### config.mk
export PLATFORM = sky130hd
export DESIGN_NAME = instr_decoder
export DESIGN_NICKNAME = d
export VERILOG_FILES = /design/src/core/instr_decoder.v
export VERILOG_INCLUDE_DIRS = /design/src /design/src/core
export SDC_FILE = /design/constraint.sdc
export NUM_CORES = 1
export LEC_CHECK = 0
export ABC_AREA = 1
export BUFFER_PORTS_ARGS = -buffer_cell sky130_fd_sc_hd__buf_2
export CORE_MARGIN = 8
export CORE_UTILIZATION = 55
export DETAILED_ROUTE_END_ITERATION = 10
export PLACE_DENSITY_LB_ADDON = 0.15
export SLEW_MARGIN = 20
export SYNTH_ARGS = -nofsm -noshare
export SYNTH_HDL_FRONTEND = slang
export SYNTH_SLANG_ARGS = --single-unit
### constraint.sdc
create_clock -name clk -period 5.22 [get_ports clk]
set_input_delay 0.522 -clock clk [delete_from_list [all_inputs] [get_ports clk]]
set_output_delay 0.522 -clock clk [all_outputs]
set_load 0.01 [all_outputs]
### src/core/decoder_consts.vh
// Constants for the accumulator and pointer-register instruction decoder.
// Included by the decoder; definitions only.
`ifndef DECODER_CONSTS_VH
`define DECODER_CONSTS_VH

// Operation codes presented on op_code
`define OP_NONE              6'h00
`define OP_SUM_SHIFTED_MEM   6'h01
`define OP_MINUS_SHIFTED_MEM 6'h02
`define OP_FETCH_SHIFTED_MEM 6'h03
`define OP_FETCH_LONG_IMM    6'h04
`define OP_SUM_LONG_IMM      6'h05
`define OP_MINUS_LONG_IMM    6'h06
`define OP_CONJ_LONG_IMM     6'h07
`define OP_DISJ_LONG_IMM     6'h08
`define OP_XDISJ_LONG_IMM    6'h09
`define OP_SUM_SHORT_IMM     6'h0a
`define OP_MINUS_SHORT_IMM   6'h0b
`define OP_FETCH_SHORT_IMM   6'h0c
`define OP_CLEAR_ACC         6'h0d
`define OP_CLEAR_FETCH_HIGH  6'h0e
`define OP_CLEAR_FETCH_LOW_U 6'h0f
`define OP_FETCH_TSHIFT_MEM  6'h10
`define OP_SUM_CARRY_MEM     6'h11
`define OP_MINUS_HIGH_MEM    6'h12
`define OP_MINUS_LOW_U       6'h13
`define OP_MINUS_TSHIFT_MEM  6'h14
`define OP_COND_MINUS_MEM    6'h15
`define OP_SUM_HIGH_MEM      6'h16
`define OP_SUM_LOW_U         6'h17
`define OP_SUM_TSHIFT_MEM    6'h18
`define OP_XDISJ_MEM         6'h19
`define OP_DISJ_MEM          6'h1a
`define OP_CONJ_MEM          6'h1b
`define OP_MINUS_BORROW_MEM  6'h1c
`define OP_CLEAR_FETCH_HIGH_ROUND 6'h1d
`define OP_SAVE_HIGH_ACC     6'h1e
`define OP_SAVE_LOW_ACC      6'h1f
`define OP_MAGNITUDE         6'h20
`define OP_INVERT_ACC        6'h21
`define OP_SIGN_FLIP         6'h22
`define OP_ROTATE_LEFT       6'h23
`define OP_ROTATE_RIGHT      6'h24
`define OP_SHIFT_LEFT        6'h25
`define OP_SHIFT_RIGHT       6'h26
`define OP_LOAD_PTR_REG_MEM  6'h27
`define OP_SAVE_PTR_REG_MEM  6'h28
`define OP_LOAD_PTR_REG_SHORT 6'h29
`define OP_LOAD_PTR_REG_LONG 6'h2a
`define OP_BUMP_PTR_REG_IMM  6'h2b
`define OP_PTR_MODIFY        6'h2c
`define OP_SELECT_PTR_IMM    6'h2d
`define OP_PAGE_LOAD_MEM     6'h2e
`define OP_PAGE_LOAD_IMM     6'h2f
`define OP_PTR_COMPARE       6'h30

// Opcode fields and patterns
`define NIB_SUM_SHIFTED      4'h0
`define NIB_MINUS_SHIFTED    4'h1
`define NIB_FETCH_SHIFTED    4'h2
`define NIB_LONG_IMM         4'hd
`define LOW_FETCH_LONG       8'h01
`define LOW_SUM_LONG         8'h02
`define LOW_MINUS_LONG       8'h03
`define LOW_CONJ_LONG        8'h04
`define LOW_DISJ_LONG        8'h05
`define LOW_XDISJ_LONG       8'h06
`define HB_SUM_SHORT         8'hcc
`define HB_MINUS_SHORT       8'hcd
`define HB_FETCH_SHORT       8'hca
`define WORD_CLEAR_ACC       16'hca00
`define HB_CLEAR_FETCH_HIGH  8'h40
`define HB_CLEAR_FETCH_LOW_U 8'h41
`define HB_FETCH_TSHIFT      8'h42
`define HB_SUM_CARRY         8'h43
`define HB_MINUS_HIGH        8'h44
`define HB_MINUS_LOW_U       8'h45
`define HB_MINUS_TSHIFT      8'h46
`define HB_COND_MINUS        8'h47
`define HB_SUM_HIGH          8'h48
`define HB_SUM_LOW_U         8'h49
`define HB_SUM_TSHIFT        8'h4a
`define HB_XDISJ_MEM         8'h4c
`define HB_DISJ_MEM          8'h4d
`define HB_CONJ_MEM          8'h4e
`define HB_MINUS_BORROW      8'h4f
`define HB_CLEAR_FETCH_HIGH_ROUND 8'h7b
`define TOP5_SAVE_HIGH       5'h0d
`define TOP5_SAVE_LOW        5'h0c
`define WORD_MAGNITUDE       16'hce1b
`define WORD_INVERT_ACC      16'hce27
`define WORD_SIGN_FLIP       16'hce23
`define WORD_ROTATE_LEFT     16'hce34
`define WORD_ROTATE_RIGHT    16'hce35
`define WORD_SHIFT_LEFT      16'hce18
`define WORD_SHIFT_RIGHT     16'hce19
`define TOP5_LOAD_PTR_MEM    5'h06
`define TOP5_SAVE_PTR_MEM    5'h0e
`define TOP5_LOAD_PTR_SHORT  5'h18
`define TOP5_LOAD_PTR_LONG   5'h1a
`define HB_BUMP_PTR          8'h7e
`define HB_PTR_MODIFY        8'h55
`define TOP13_SELECT_PTR     13'h0ab1
`define HB_PAGE_LOAD_MEM     8'h52
`define TOP7_PAGE_LOAD_IMM   7'h64
`define TOP14_PTR_COMPARE    14'h3394
`define LOW_ZERO             8'h00

// Word counts
`define LEN_ONE              2'h1
`define LEN_TWO              2'h2

`endif

### src/core/instr_decoder.v
// Decoder for accumulator memory-reference and pointer/page instructions.
// Assumes a fetch stage on the same clock offering one word per valid cycle.
`timescale 1ns/1ps
`default_nettype none
`include "decoder_consts.vh"

module instr_decoder (
  input wire clk,
  input wire rst_b,
  input wire word_valid,
  input wire [15:0] word_in,
  input wire [8:0] page_pointer,
  input wire [2:0] current_ptr_select,
  output reg issue_valid,
  output reg [5:0] op_code,
  output reg [1:0] word_count,
  output reg foreign_word,
  output reg operand_next,
  output reg indirect_mode,
  output reg [6:0] addr_field,
  output reg [15:0] direct_addr,
  output reg [2:0] ptr_select,
  output reg [3:0] shift_code,
  output reg [15:0] imm_value,
  output reg [1:0] compare_mode_field
);

  localparam ST_OPCODE = 2'b01;
  localparam ST_OPERAND = 2'b10;

  reg rst_meta_reg;
  reg rst_sync_reg;
  always @(posedge clk or negedge rst_b) begin
    if (!rst_b) begin
      rst_meta_reg <= 1'b0;
      rst_sync_reg <= 1'b0;
    end else begin
      rst_meta_reg <= 1'b1;
      rst_sync_reg <= rst_meta_reg;
    end
  end

  // Combinational classification of one opcode word
  reg [5:0] dec_op;
  reg dec_long;
  reg [2:0] dec_reg_sel;
  reg [15:0] dec_imm;
  always @* begin
    dec_op = `OP_NONE;
    dec_long = 1'b0;
    dec_reg_sel = current_ptr_select;
    dec_imm = 16'h0000;
    if (word_in == `WORD_CLEAR_ACC) begin
      dec_op = `OP_CLEAR_ACC;
    end else if (word_in[15:12] == `NIB_SUM_SHIFTED) begin
      dec_op = `OP_SUM_SHIFTED_MEM;
    end else if (word_in[15:12] == `NIB_MINUS_SHIFTED) begin
      dec_op = `OP_MINUS_SHIFTED_MEM;
    end else if (word_in[15:12] == `NIB_FETCH_SHIFTED) begin
      dec_op = `OP_FETCH_SHIFTED_MEM;
    end else if (word_in[15:12] == `NIB_LONG_IMM && word_in[7:0] >= `LOW_FETCH_LONG &&
                 word_in[7:0] <= `LOW_XDISJ_LONG) begin
      dec_long = 1'b1;
      if (word_in[7:0] == `LOW_FETCH_LONG) begin
        dec_op = `OP_FETCH_LONG_IMM;
      end else if (word_in[7:0] == `LOW_SUM_LONG) begin
        dec_op = `OP_SUM_LONG_IMM;
      end else if (word_in[7:0] == `LOW_MINUS_LONG) begin
        dec_op = `OP_MINUS_LONG_IMM;
      end else if (word_in[7:0] == `LOW_CONJ_LONG) begin
        dec_op = `OP_CONJ_LONG_IMM;
      end else if (word_in[7:0] == `LOW_DISJ_LONG) begin
        dec_op = `OP_DISJ_LONG_IMM;
      end else begin
        dec_op = `OP_XDISJ_LONG_IMM;
      end
    end else if (word_in[15:11] == `TOP5_LOAD_PTR_LONG && word_in[7:0] == `LOW_ZERO) begin
      dec_op = `OP_LOAD_PTR_REG_LONG;
      dec_long = 1'b1;
      dec_reg_sel = word_in[10:8];
    end else if (word_in[15:8] == `HB_SUM_SHORT) begin
      dec_op = `OP_SUM_SHORT_IMM;
      dec_imm = {8'h00, word_in[7:0]};
    end else if (word_in[15:8] == `HB_MINUS_SHORT) begin
      dec_op = `OP_MINUS_SHORT_IMM;
      dec_imm = {8'h00, word_in[7:0]};
    end else if (word_in[15:8] == `HB_FETCH_SHORT) begin
      dec_op = `OP_FETCH_SHORT_IMM;
      dec_imm = {8'h00, word_in[7:0]};
    end else if (word_in[15:8] == `HB_CLEAR_FETCH_HIGH) begin
      dec_op = `OP_CLEAR_FETCH_HIGH;
    end else if (word_in[15:8] == `HB_CLEAR_FETCH_LOW_U) begin
      dec_op = `OP_CLEAR_FETCH_LOW_U;
    end else if (word_in[15:8] == `HB_FETCH_TSHIFT) begin
      dec_op = `OP_FETCH_TSHIFT_MEM;
    end else if (word_in[15:8] == `HB_SUM_CARRY) begin
      dec_op = `OP_SUM_CARRY_MEM;
    end else if (word_in[15:8] == `HB_MINUS_HIGH) begin
      dec_op = `OP_MINUS_HIGH_MEM;
    end else if (word_in[15:8] == `HB_MINUS_LOW_U) begin
      dec_op = `OP_MINUS_LOW_U;
    end else if (word_in[15:8] == `HB_MINUS_TSHIFT) begin
      dec_op = `OP_MINUS_TSHIFT_MEM;
    end else if (word_in[15:8] == `HB_COND_MINUS) begin
      dec_op = `OP_COND_MINUS_MEM;
    end else if (word_in[15:8] == `HB_SUM_HIGH) begin
      dec_op = `OP_SUM_HIGH_MEM;
    end else if (word_in[15:8] == `HB_SUM_LOW_U) begin
      dec_op = `OP_SUM_LOW_U;
    end else if (word_in[15:8] == `HB_SUM_TSHIFT) begin
      dec_op = `OP_SUM_TSHIFT_MEM;
    end else if (word_in[15:8] == `HB_XDISJ_MEM) begin
      dec_op = `OP_XDISJ_MEM;
    end else if (word_in[15:8] == `HB_DISJ_MEM) begin
      dec_op = `OP_DISJ_MEM;
    end else if (word_in[15:8] == `HB_CONJ_MEM) begin
      dec_op = `OP_CONJ_MEM;
    end else if (word_in[15:8] == `HB_MINUS_BORROW) begin
      dec_op = `OP_MINUS_BORROW_MEM;
    end else if (word_in[15:8] == `HB_CLEAR_FETCH_HIGH_ROUND) begin
      dec_op = `OP_CLEAR_FETCH_HIGH_ROUND;
    end else if (word_in[15:11] == `TOP5_SAVE_HIGH) begin
      dec_op = `OP_SAVE_HIGH_ACC;
    end else if (word_in[15:11] == `TOP5_SAVE_LOW) begin
      dec_op = `OP_SAVE_LOW_ACC;
    end else if (word_in == `WORD_MAGNITUDE) begin
      dec_op = `OP_MAGNITUDE;
    end else if (word_in == `WORD_INVERT_ACC) begin
      dec_op = `OP_INVERT_ACC;
    end else if (word_in == `WORD_SIGN_FLIP) begin
      dec_op = `OP_SIGN_FLIP;
    end else if (word_in == `WORD_ROTATE_LEFT) begin
      dec_op = `OP_ROTATE_LEFT;
    end else if (word_in == `WORD_ROTATE_RIGHT) begin
      dec_op = `OP_ROTATE_RIGHT;
    end else if (word_in == `WORD_SHIFT_LEFT) begin
      dec_op = `OP_SHIFT_LEFT;
    end else if (word_in == `WORD_SHIFT_RIGHT) begin
      dec_op = `OP_SHIFT_RIGHT;
    end else if (word_in[15:11] == `TOP5_LOAD_PTR_MEM) begin
      dec_op = `OP_LOAD_PTR_REG_MEM;
      dec_reg_sel = word_in[10:8];
    end else if (word_in[15:11] == `TOP5_SAVE_PTR_MEM) begin
      dec_op = `OP_SAVE_PTR_REG_MEM;
      dec_reg_sel = word_in[10:8];
    end else if (word_in[15:11] == `TOP5_LOAD_PTR_SHORT) begin
      dec_op = `OP_LOAD_PTR_REG_SHORT;
      dec_reg_sel = word_in[10:8];
      dec_imm = {8'h00, word_in[7:0]};
    end else if (word_in[15:8] == `HB_BUMP_PTR) begin
      dec_op = `OP_BUMP_PTR_REG_IMM;
      dec_imm = {8'h00, word_in[7:0]};
    end else if (word_in[15:3] == `TOP13_SELECT_PTR) begin
      // Must precede the 55 match: it shares that high byte
      dec_op = `OP_SELECT_PTR_IMM;
      dec_reg_sel = word_in[2:0];
      dec_imm = {13'h0000, word_in[2:0]};
    end else if (word_in[15:8] == `HB_PTR_MODIFY) begin
      dec_op = `OP_PTR_MODIFY;
    end else if (word_in[15:8] == `HB_PAGE_LOAD_MEM) begin
      dec_op = `OP_PAGE_LOAD_MEM;
    end else if (word_in[15:9] == `TOP7_PAGE_LOAD_IMM) begin
      dec_op = `OP_PAGE_LOAD_IMM;
      dec_imm = {7'h00, word_in[8:0]};
    end else if (word_in[15:2] == `TOP14_PTR_COMPARE) begin
      dec_op = `OP_PTR_COMPARE;
    end
  end

  reg [1:0] state_reg;
  reg [1:0] state_next;
  reg [15:0] held_word_reg;
  reg [5:0] held_op_reg;
  reg [2:0] held_sel_reg;

  always @* begin
    state_next = state_reg;
    case (state_reg)
      ST_OPCODE: begin
        if (word_valid && dec_long) begin
          state_next = ST_OPERAND;
        end
      end
      ST_OPERAND: begin
        if (word_valid) begin
          state_next = ST_OPCODE;
        end
      end
      default: begin
        state_next = ST_OPCODE;
      end
    endcase
  end

  always @(posedge clk or negedge rst_sync_reg) begin
    if (!rst_sync_reg) begin
      state_reg <= ST_OPCODE;
      held_word_reg <= 16'h0000;
      held_op_reg <= `OP_NONE;
      held_sel_reg <= 3'h0;
      issue_valid <= 1'b0;
      op_code <= `OP_NONE;
      word_count <= `LEN_ONE;
      foreign_word <= 1'b0;
      operand_next <= 1'b0;
      indirect_mode <= 1'b0;
      addr_field <= 7'h00;
      direct_addr <= 16'h0000;
      ptr_select <= 3'h0;
      shift_code <= 4'h0;
      imm_value <= 16'h0000;
      compare_mode_field <= 2'h0;
    end else begin
      state_reg <= state_next;
      issue_valid <= 1'b0;
      foreign_word <= 1'b0;
      if (state_reg == ST_OPERAND && word_valid) begin
        // Operand word completes the held long instruction
        issue_valid <= 1'b1;
        operand_next <= 1'b0;
        op_code <= held_op_reg;
        word_count <= `LEN_TWO;
        imm_value <= word_in;
        shift_code <= held_word_reg[11:8];
        ptr_select <= held_sel_reg;
        indirect_mode <= 1'b0;
        addr_field <= 7'h00;
        direct_addr <= 16'h0000;
        compare_mode_field <= 2'h0;
      end else if (state_reg == ST_OPCODE && word_valid) begin
        held_word_reg <= word_in;
        held_op_reg <= dec_op;
        held_sel_reg <= dec_reg_sel;
        indirect_mode <= word_in[7];
        addr_field <= word_in[6:0];
        direct_addr <= {page_pointer, word_in[6:0]};
        ptr_select <= dec_reg_sel;
        compare_mode_field <= word_in[1:0];
        imm_value <= dec_imm;
        if (dec_op == `OP_SAVE_HIGH_ACC || dec_op == `OP_SAVE_LOW_ACC) begin
          shift_code <= {1'b0, word_in[10:8]};
        end else begin
          shift_code <= word_in[11:8];
        end
        if (dec_long) begin
          operand_next <= 1'b1;
        end else begin
          issue_valid <= (dec_op != `OP_NONE);
          foreign_word <= (dec_op == `OP_NONE);
          op_code <= dec_op;
          word_count <= `LEN_ONE;
        end
      end
    end
  end

endmodule // instr_decoder
`default_nettype wire

==> summary.txt, run 1 <==
Status
  • Status: finished clean

Floorplan
  • Std-Cell Rows: 30
  • Die width: 99.6 um
  • Core box area: approximately 0.0068 mm^2
  • Full die area: 0.00993 mm^2
  • Io pins: just over 90
  • Initial core utilization: 56.6%
  • Die Ht: 99.6 um

GRT
  • GR Util All Layers: a little over a fifth
  • Met1 Usage GRT: 29.5%
  • Via count of the first global-routing pass: 3395
  • First-pass GRT wire length: 17.2 mm
  • GR Util met2: 33.0%
  • Initial antenna violation count: 0
  • Grt met3 use: 5.03%
  • GR Overflow Total: 0
  • Largest net degree at the start of global routing: 67
  • Top Usage Layer GRT: met2

Synthesis
  • Syn nets: 519
  • Synth top area cells: dfrtp_1 43%, nand2_1 13%, nor2_1 4.8%, inv_1 4.5%, o21ai_0 4.2%
  • Seq cells post-synth: 68
  • Cell with the most instances after synthesis: nand2_1
  • Commonest cells in the netlist: 135 x nand2_1, 66 x dfrtp_1, 49 x nor2_1
  • Post-synthesis cell type count: between 40 and 50
  • Area share of the largest cell type after synthesis: between 40 and 50%
  • Post-synth ARST share: 100%
  • Synth Flop Type: dfrtp_1
  • Number of synthesized flops with an enable pin: 0
  • Sequential area share after synthesis: 44.3%
  • Post-Synthesis Cells: 488
  • Cell taking the most area after synthesis: dfrtp_1
  • Syn avg cell area: around 8 um^2
  • Synth warn: 0
  • Cell Area, Synth: about 0.0038 mm^2

Final layout
  • Final Non-Filler Cells: between 600 and 700
  • Fin util: 65.6%
  • Filler cells: 593
  • Largest register by flop count: imm_value
  • Nets: 600
  • Max reg flops: 16
  • Regs by FF count: imm_value (16), direct_addr (10)
  • Area of the multi-input gates: 0.00176 mm^2
  • Diodes inserted: 0
  • Layout cells sized above 1: 28.6%
  • Area growth syn-to-layout: 15.9%
  • Register area: about 0.0017 mm^2

Critical path
  • CP required: roughly 5.4 ns
  • CP startpoint kind: flop
  • Crit Path Category: flop to flop
  • Critical Path Sink Type: flop
  • Max FO, Critical Path: 39
  • Arr. time, crit path: 2.61 ns

Place
  • Buffers on Ports: 90
  • Hpwl dp: 7.98 mm
  • Setup Slack @ Placement: 2.62 ns
  • DP Cell Count: between 600 and 700
  • Placer Congestion: 1.02

STA
  • Hold Slack: between 0.3 and 0.4 ns
  • Period utilization: 46.0%
  • Relative slew slack: 45.4%
  • Total negative slack: 0 ns
  • Final setup skew: 0.00733 ns
  • Setup violations, final: 0
  • RSZ-0062 raised after global routing: false
  • Highest clock rate: approximately 0.42 GHz
  • Fin crit period: 2.40 ns
  • Final hold vios: 0
  • PnR worst setup slack: approximately 2.8 ns
  • Worst slew pin tran: 0.819 ns
  • Final Max Tran Viols: 0

Clock tree
  • TritonCTS clock tree: done
  • CTS H-tree depth: 3
  • Bufs on Longest Clock Path: 2
  • Num CTS Buffers: 9
  • Clock transition at the registers of the reported paths: 0.08 ns
  • CTS Root Buffer Type: clkbuf_8
  • Clock latency on the worst-skew pair: 0.35 ns
  • Clock sink count: 68

Detailed routing
  • 1st-pass router iterations: 5
  • Drt wl/cell: 15.8 um
  • WL final: 10.6 mm
  • Drt via density: between 5 and 6
  • Vias: 3565
  • Post-route DRC: 0
  • Post-DRT Antenna Nets: 0
  • DRT iter0 DRCs: about 260

Pwr
  • Switch share: 30.7%
  • Combinational share of power: 16.8%
  • Peak supply drop: 0.170 mV
  • Cell Pwr Density: 260 mW/mm^2
  • Switching pwr: ~0.36 mW
  • P_leak: 2.41 nW
  • P_int: around 0.8 mW
  • Power share of the clock group: 33.1%
  • Flop pwr share: 50.1%

Flow run
  • Max Cap Viol: 0

Hold path
  • Worst min path class: flop to flop
[stage by stage]
| stage | total power [mW] | area, um^2 |
|---|---|---|
| 6_report | 1.16 | 4460 |
| 5_1_grt | 1.22 | 4460 |
| 3_3_place_gp | 0.782 | 4280 |
| 3_5_place_dp | 0.785 | 4280 |
| 2_1_floorplan | 0.717 | 3850 |
| 4_1_cts | 1.17 | 4460 |
[per-layer routing]
layer  vias up  routed length, um  share of wire [%]
met2       161               4630                 44
met3        16                896                8.5
met1      1644               4880                 46
met4         0                177                1.7
li1       1744                  -                  -
met5         -                  0                  0
[timing repair]
item | CTS | global route
endpoints found under the hold margin | 2 | 0
setup buffers | 0 | 0
hold buffers | 1 | 0
gates resized for setup | 0 | 0
[placed cells by master, fill, tap and decap left out, types with 4 or more instances in the layout]
| master | Yosys | routed |
|---|---|---|
| nand4_1 | 9 | 9 |
| o221ai_1 | 7 | 7 |
| nand2_1 | 135 | 135 |
| nor2_4 | 4 | 4 |
| dfrtp_1 | 66 | 65 |
| a21oi_1 | 8 | 8 |
| o211ai_1 | 11 | 11 |
| a22o_1 | 9 | 9 |
| nor2_1 | 49 | 49 |
| nand3_1 | 23 | 23 |
| nor3_1 | 8 | 8 |
| o21ai_0 | 32 | 32 |
| nand2_2 | 6 | 6 |
| inv_2 | 13 | 13 |
| clkbuf_8 | 2 | 9 |
| nor2_2 | 10 | 10 |
| buf_2 | 1 | 90 |
| inv_1 | 46 | 46 |
[worst max-delay path: stages, from the launching register on]
cell	delay [ns]
dfrtp_1	0.39
inv_1	0.08
nor3_2	0.55
inv_2	0.41
nand2_1	0.25
inv_2	0.29
nand2_1	0.15
o221ai_1	0.12
[final timing paths]
path	start	cells after the start	slack (ns)	to
max	state_reg[1]	7	2.82	imm_value[2]
min	rst_meta_reg	0	0.36	rst_sync_reg
max reg2reg	state_reg[1]	7	2.82	imm_value[2]
min reg2reg	rst_meta_reg	0	0.36	rst_sync_reg
max in group asynchronous	rst_sync_reg	1	4.25	held_op_reg[1]
min in group asynchronous	rst_sync_reg	1	0.44	direct_addr[11]
[kinds of logic after synthesis]
| group | Yosys count | share of synthesized area [%] |
|---|---|---|
| mux | 1 | 0.293 |
| other cells | 1 | 0.0975 |
| simple gates | 263 | 33.0 |
| buf+inv | 83 | 10.1 |
| compound gates | 72 | 12.2 |
| flops | 68 | 44.3 |
[final cells by class]
cell class	instances	area share (%)
clock buffer	10	2.86
tap	96	2.69
clock inverter	6	0.926
inverter	60	5.16
sequential	68	38.3
timing repair buffer	93	10.7
multi-input combinational	337	39.4
[power groups by stage]
stage	sequential [mW]	clock, mW	combinational [mW]
global route	0.585	0.415	0.217
global placement	0.589	0	0.193
finish	0.580	0.383	0.194
floorplan	0.609	0	0.108
CTS	0.580	0.393	0.196
detailed placement	0.590	0	0.195
(Power assumes the default switching activity.)
==> run 2: changes to the inputs <==
CORE_UTILIZATION = 54   (was 55)
clock period = 2.4 ns   (was 5.22 ns; I/O delays follow)
==> summary.txt, run 2 (synthesis results as in run 1) <==
Floorplan
  • Std-Cell Rows: 30 (unchanged)
  • Core box area: 0.00683 mm^2 (+0.55%)
  • Io pins: 91 (unchanged)
  • Full die area: 0.0101 mm^2 (+1.6%)
  • Initial core utilization: 56.3% (-0.31 points)
  • Die Ht: 100 um (+0.77%)
  • Die width: 100 um (+0.77%)

STA
  • Relative slew slack: 54.9% (+9.5 points)
  • RSZ-0062 raised after global routing: false
  • Total negative slack: 0 ns (unchanged)
  • Final hold vios: 0 (unchanged)
  • Worst slew pin tran: 0.675 ns (-0.144 ns)
  • Setup violations, final: 0 (unchanged)
  • Fin crit period: 1.99 ns (-0.411 ns)
  • Final setup skew: 0.00962 ns (+0.00229 ns)
  • PnR worst setup slack: 0.408 ns (-2.41 ns)
  • Final Max Tran Viols: 0 (unchanged)
  • Period utilization: 83.0% (+37 points)
  • Highest clock rate: 0.502 GHz (+21%)

Clock tree
  • CTS Root Buffer Type: clkbuf_8
  • Clock latency on the worst-skew pair: 0.36 ns (about the same)
  • Setup Buffers After CTS: 0 (unchanged)
  • Bufs on Longest Clock Path: 2 (unchanged)
  • Num CTS Buffers: 9 (unchanged)
  • CTS H-tree depth: 3 (unchanged)
  • Post-CTS Resized: 0 (unchanged)
  • Clock transition at the registers of the reported paths: 0.09 ns (about the same)
  • Clock sink count: 68 (unchanged)
  • Hold_buf cts: 1 (unchanged)
  • TritonCTS clock tree: done

Detailed routing
  • Post-DRT Antenna Nets: 0 (unchanged)
  • Drt via density: 5.36 (+0.77%)
  • Drt wl/cell: 16.7 um (+5.5%)
  • DRT iter0 DRCs: 193 (-26%)
  • Post-route DRC: 0 (unchanged)
  • 1st-pass router iterations: 5 (unchanged)
  • Vias: 3614 (+1.4%)
  • WL final: 11.2 mm (+6.1%)

Final layout
  • Area growth syn-to-layout: 18.0%
  • Most frequent cells in the layout: 135 x nand2_1, 90 x buf_2, 65 x dfrtp_1
  • Layout cells sized above 1: 29.2% (+0.67 points)
  • Diodes inserted: 0 (unchanged)
  • Max reg flops: 16 (unchanged)
  • Largest register by flop count: imm_value
  • Regs by FF count: imm_value (16), direct_addr (10)
  • Nets: 604 (+0.67%)
  • Commonest non-fill, non-tap cell in the layout: nand2_1

Critical path
  • Crit-path max cell delay: 0.56 ns (about the same)
  • Buffers & Inverters on Critical Path: 3 (unchanged)
  • Critical path origin: state_reg[0]
  • CP delay by family, top: buffers and inverters
  • Critical Path Sink Type: flop
  • Max FO, Critical Path: 39 (unchanged)
  • Crit Path Category: flop to flop
  • Critical path, cell by cell: inv_1, nor3_4, inv_1, nand2_1, inv_2, nand2_1, o221ai_1
  • CP required: 2.63 ns (-2.79 ns)
  • CP max-delay cell: dfstp_2
  • FF-to-FF Start: state_reg[0]
  • Arr. time, crit path: 2.22 ns (-0.39 ns)
  • CP startpoint kind: flop

Pwr
  • Cell Pwr Density: 596 mW/mm^2 (+130%)
  • Flop pwr share: 46.8% (-3.3 points)
  • P_leak: 2.46 nW (+1.8%)
  • P_int: 1.87 mW (+130%)
  • Switch share: 30.8% (+0.069 points)
  • Power share of the clock group: 37.2% (+4.1 points)
  • Peak supply drop: 0.279 mV (+64%)
  • Switching pwr: 0.832 mW (+130%)
  • Combinational share of power: 16.0% (-0.8 points)

Hold path
  • Worst min path class: primary input to flop
  • Hold Path Origin: page_pointer[1]

GRT
  • Initial antenna violation count: 0 (unchanged)
  • GR Util All Layers: 22.8% (+1.1 points)
  • First-pass GRT wire length: 18.1 mm (+5.0%)
  • GR Overflow Total: 0 (unchanged)
  • Via count of the first global-routing pass: 3581 (+5.5%)
  • Largest net degree at the start of global routing: 67 (unchanged)

Status
  • Status: finished clean

Place
  • Hpwl dp: 8.54 mm (+6.9%)
  • Setup Slack @ Placement: 0.122 ns (-2.50 ns)
  • Placer Congestion: 0.934 (-8.0%)
  • Buffers on Ports: 90 (unchanged)

Flow run
  • Max Cap Viol: 0 (unchanged)
run 2: power groups by stage:
stage / Sequential [mW] / Combinational, mW / Clock (mW)
final: 1.27 / 0.433 / 1.00
after detailed placement: 1.29 / 0.433 / 0
after global placement: 1.28 / 0.424 / 0
after global routing: 1.27 / 0.484 / 1.06
after CTS: 1.27 / 0.437 / 1.01
after floorplan: 1.33 / 0.234 / 0
run 2: area by class of cell:
type                    count  area (um^2)
clock buffers               9          124
clock inverters             7         82.6
fillers                   596         2290
inverters                  60          230
multi-input cells         337         1760
flip-flops and latches     68         1710
well taps                  96          120
repair buffers             97          518
run 2: metrics by stage:
stage	cells	util, %	hold WS [ns]	instance area (um^2)	power (mW)
after CTS	674	66.4	0.101	4540	2.71
final	674	66.4	0.102	4540	2.70
after floorplan	488	-	-0.0556	3850	1.56
after global placement	657	63.3	0.0254	4320	1.71
after global routing	674	66.4	0.104	4540	2.82
after detailed placement	657	63.3	0.0302	4320	1.72
run 2: final timing paths:
check                           slack [ns]              end  cells past startpoint
worst max-delay path                  0.41     imm_value[2]                      7
worst min-delay path                  0.10   direct_addr[8]                      2
worst max register to register        0.41     imm_value[2]                      7
worst min register to register        0.29  direct_addr[15]                      1
max in group asynchronous             1.80    word_count[0]                      1
min in group asynchronous             0.18     rst_sync_reg                      2
run 2: routing by layer:
| layer | track usage (%) | wire, um | part of all wire [%] |
|---|---|---|---|
| met5 | 0 | 0 | 0 |
| met4 | 6.74 | 155 | 1.4 |
| met3 | 4.78 | 708 | 6.3 |
| met2 | 38.3 | 5360 | 48 |
| met1 | 28.7 | 5000 | 45 |
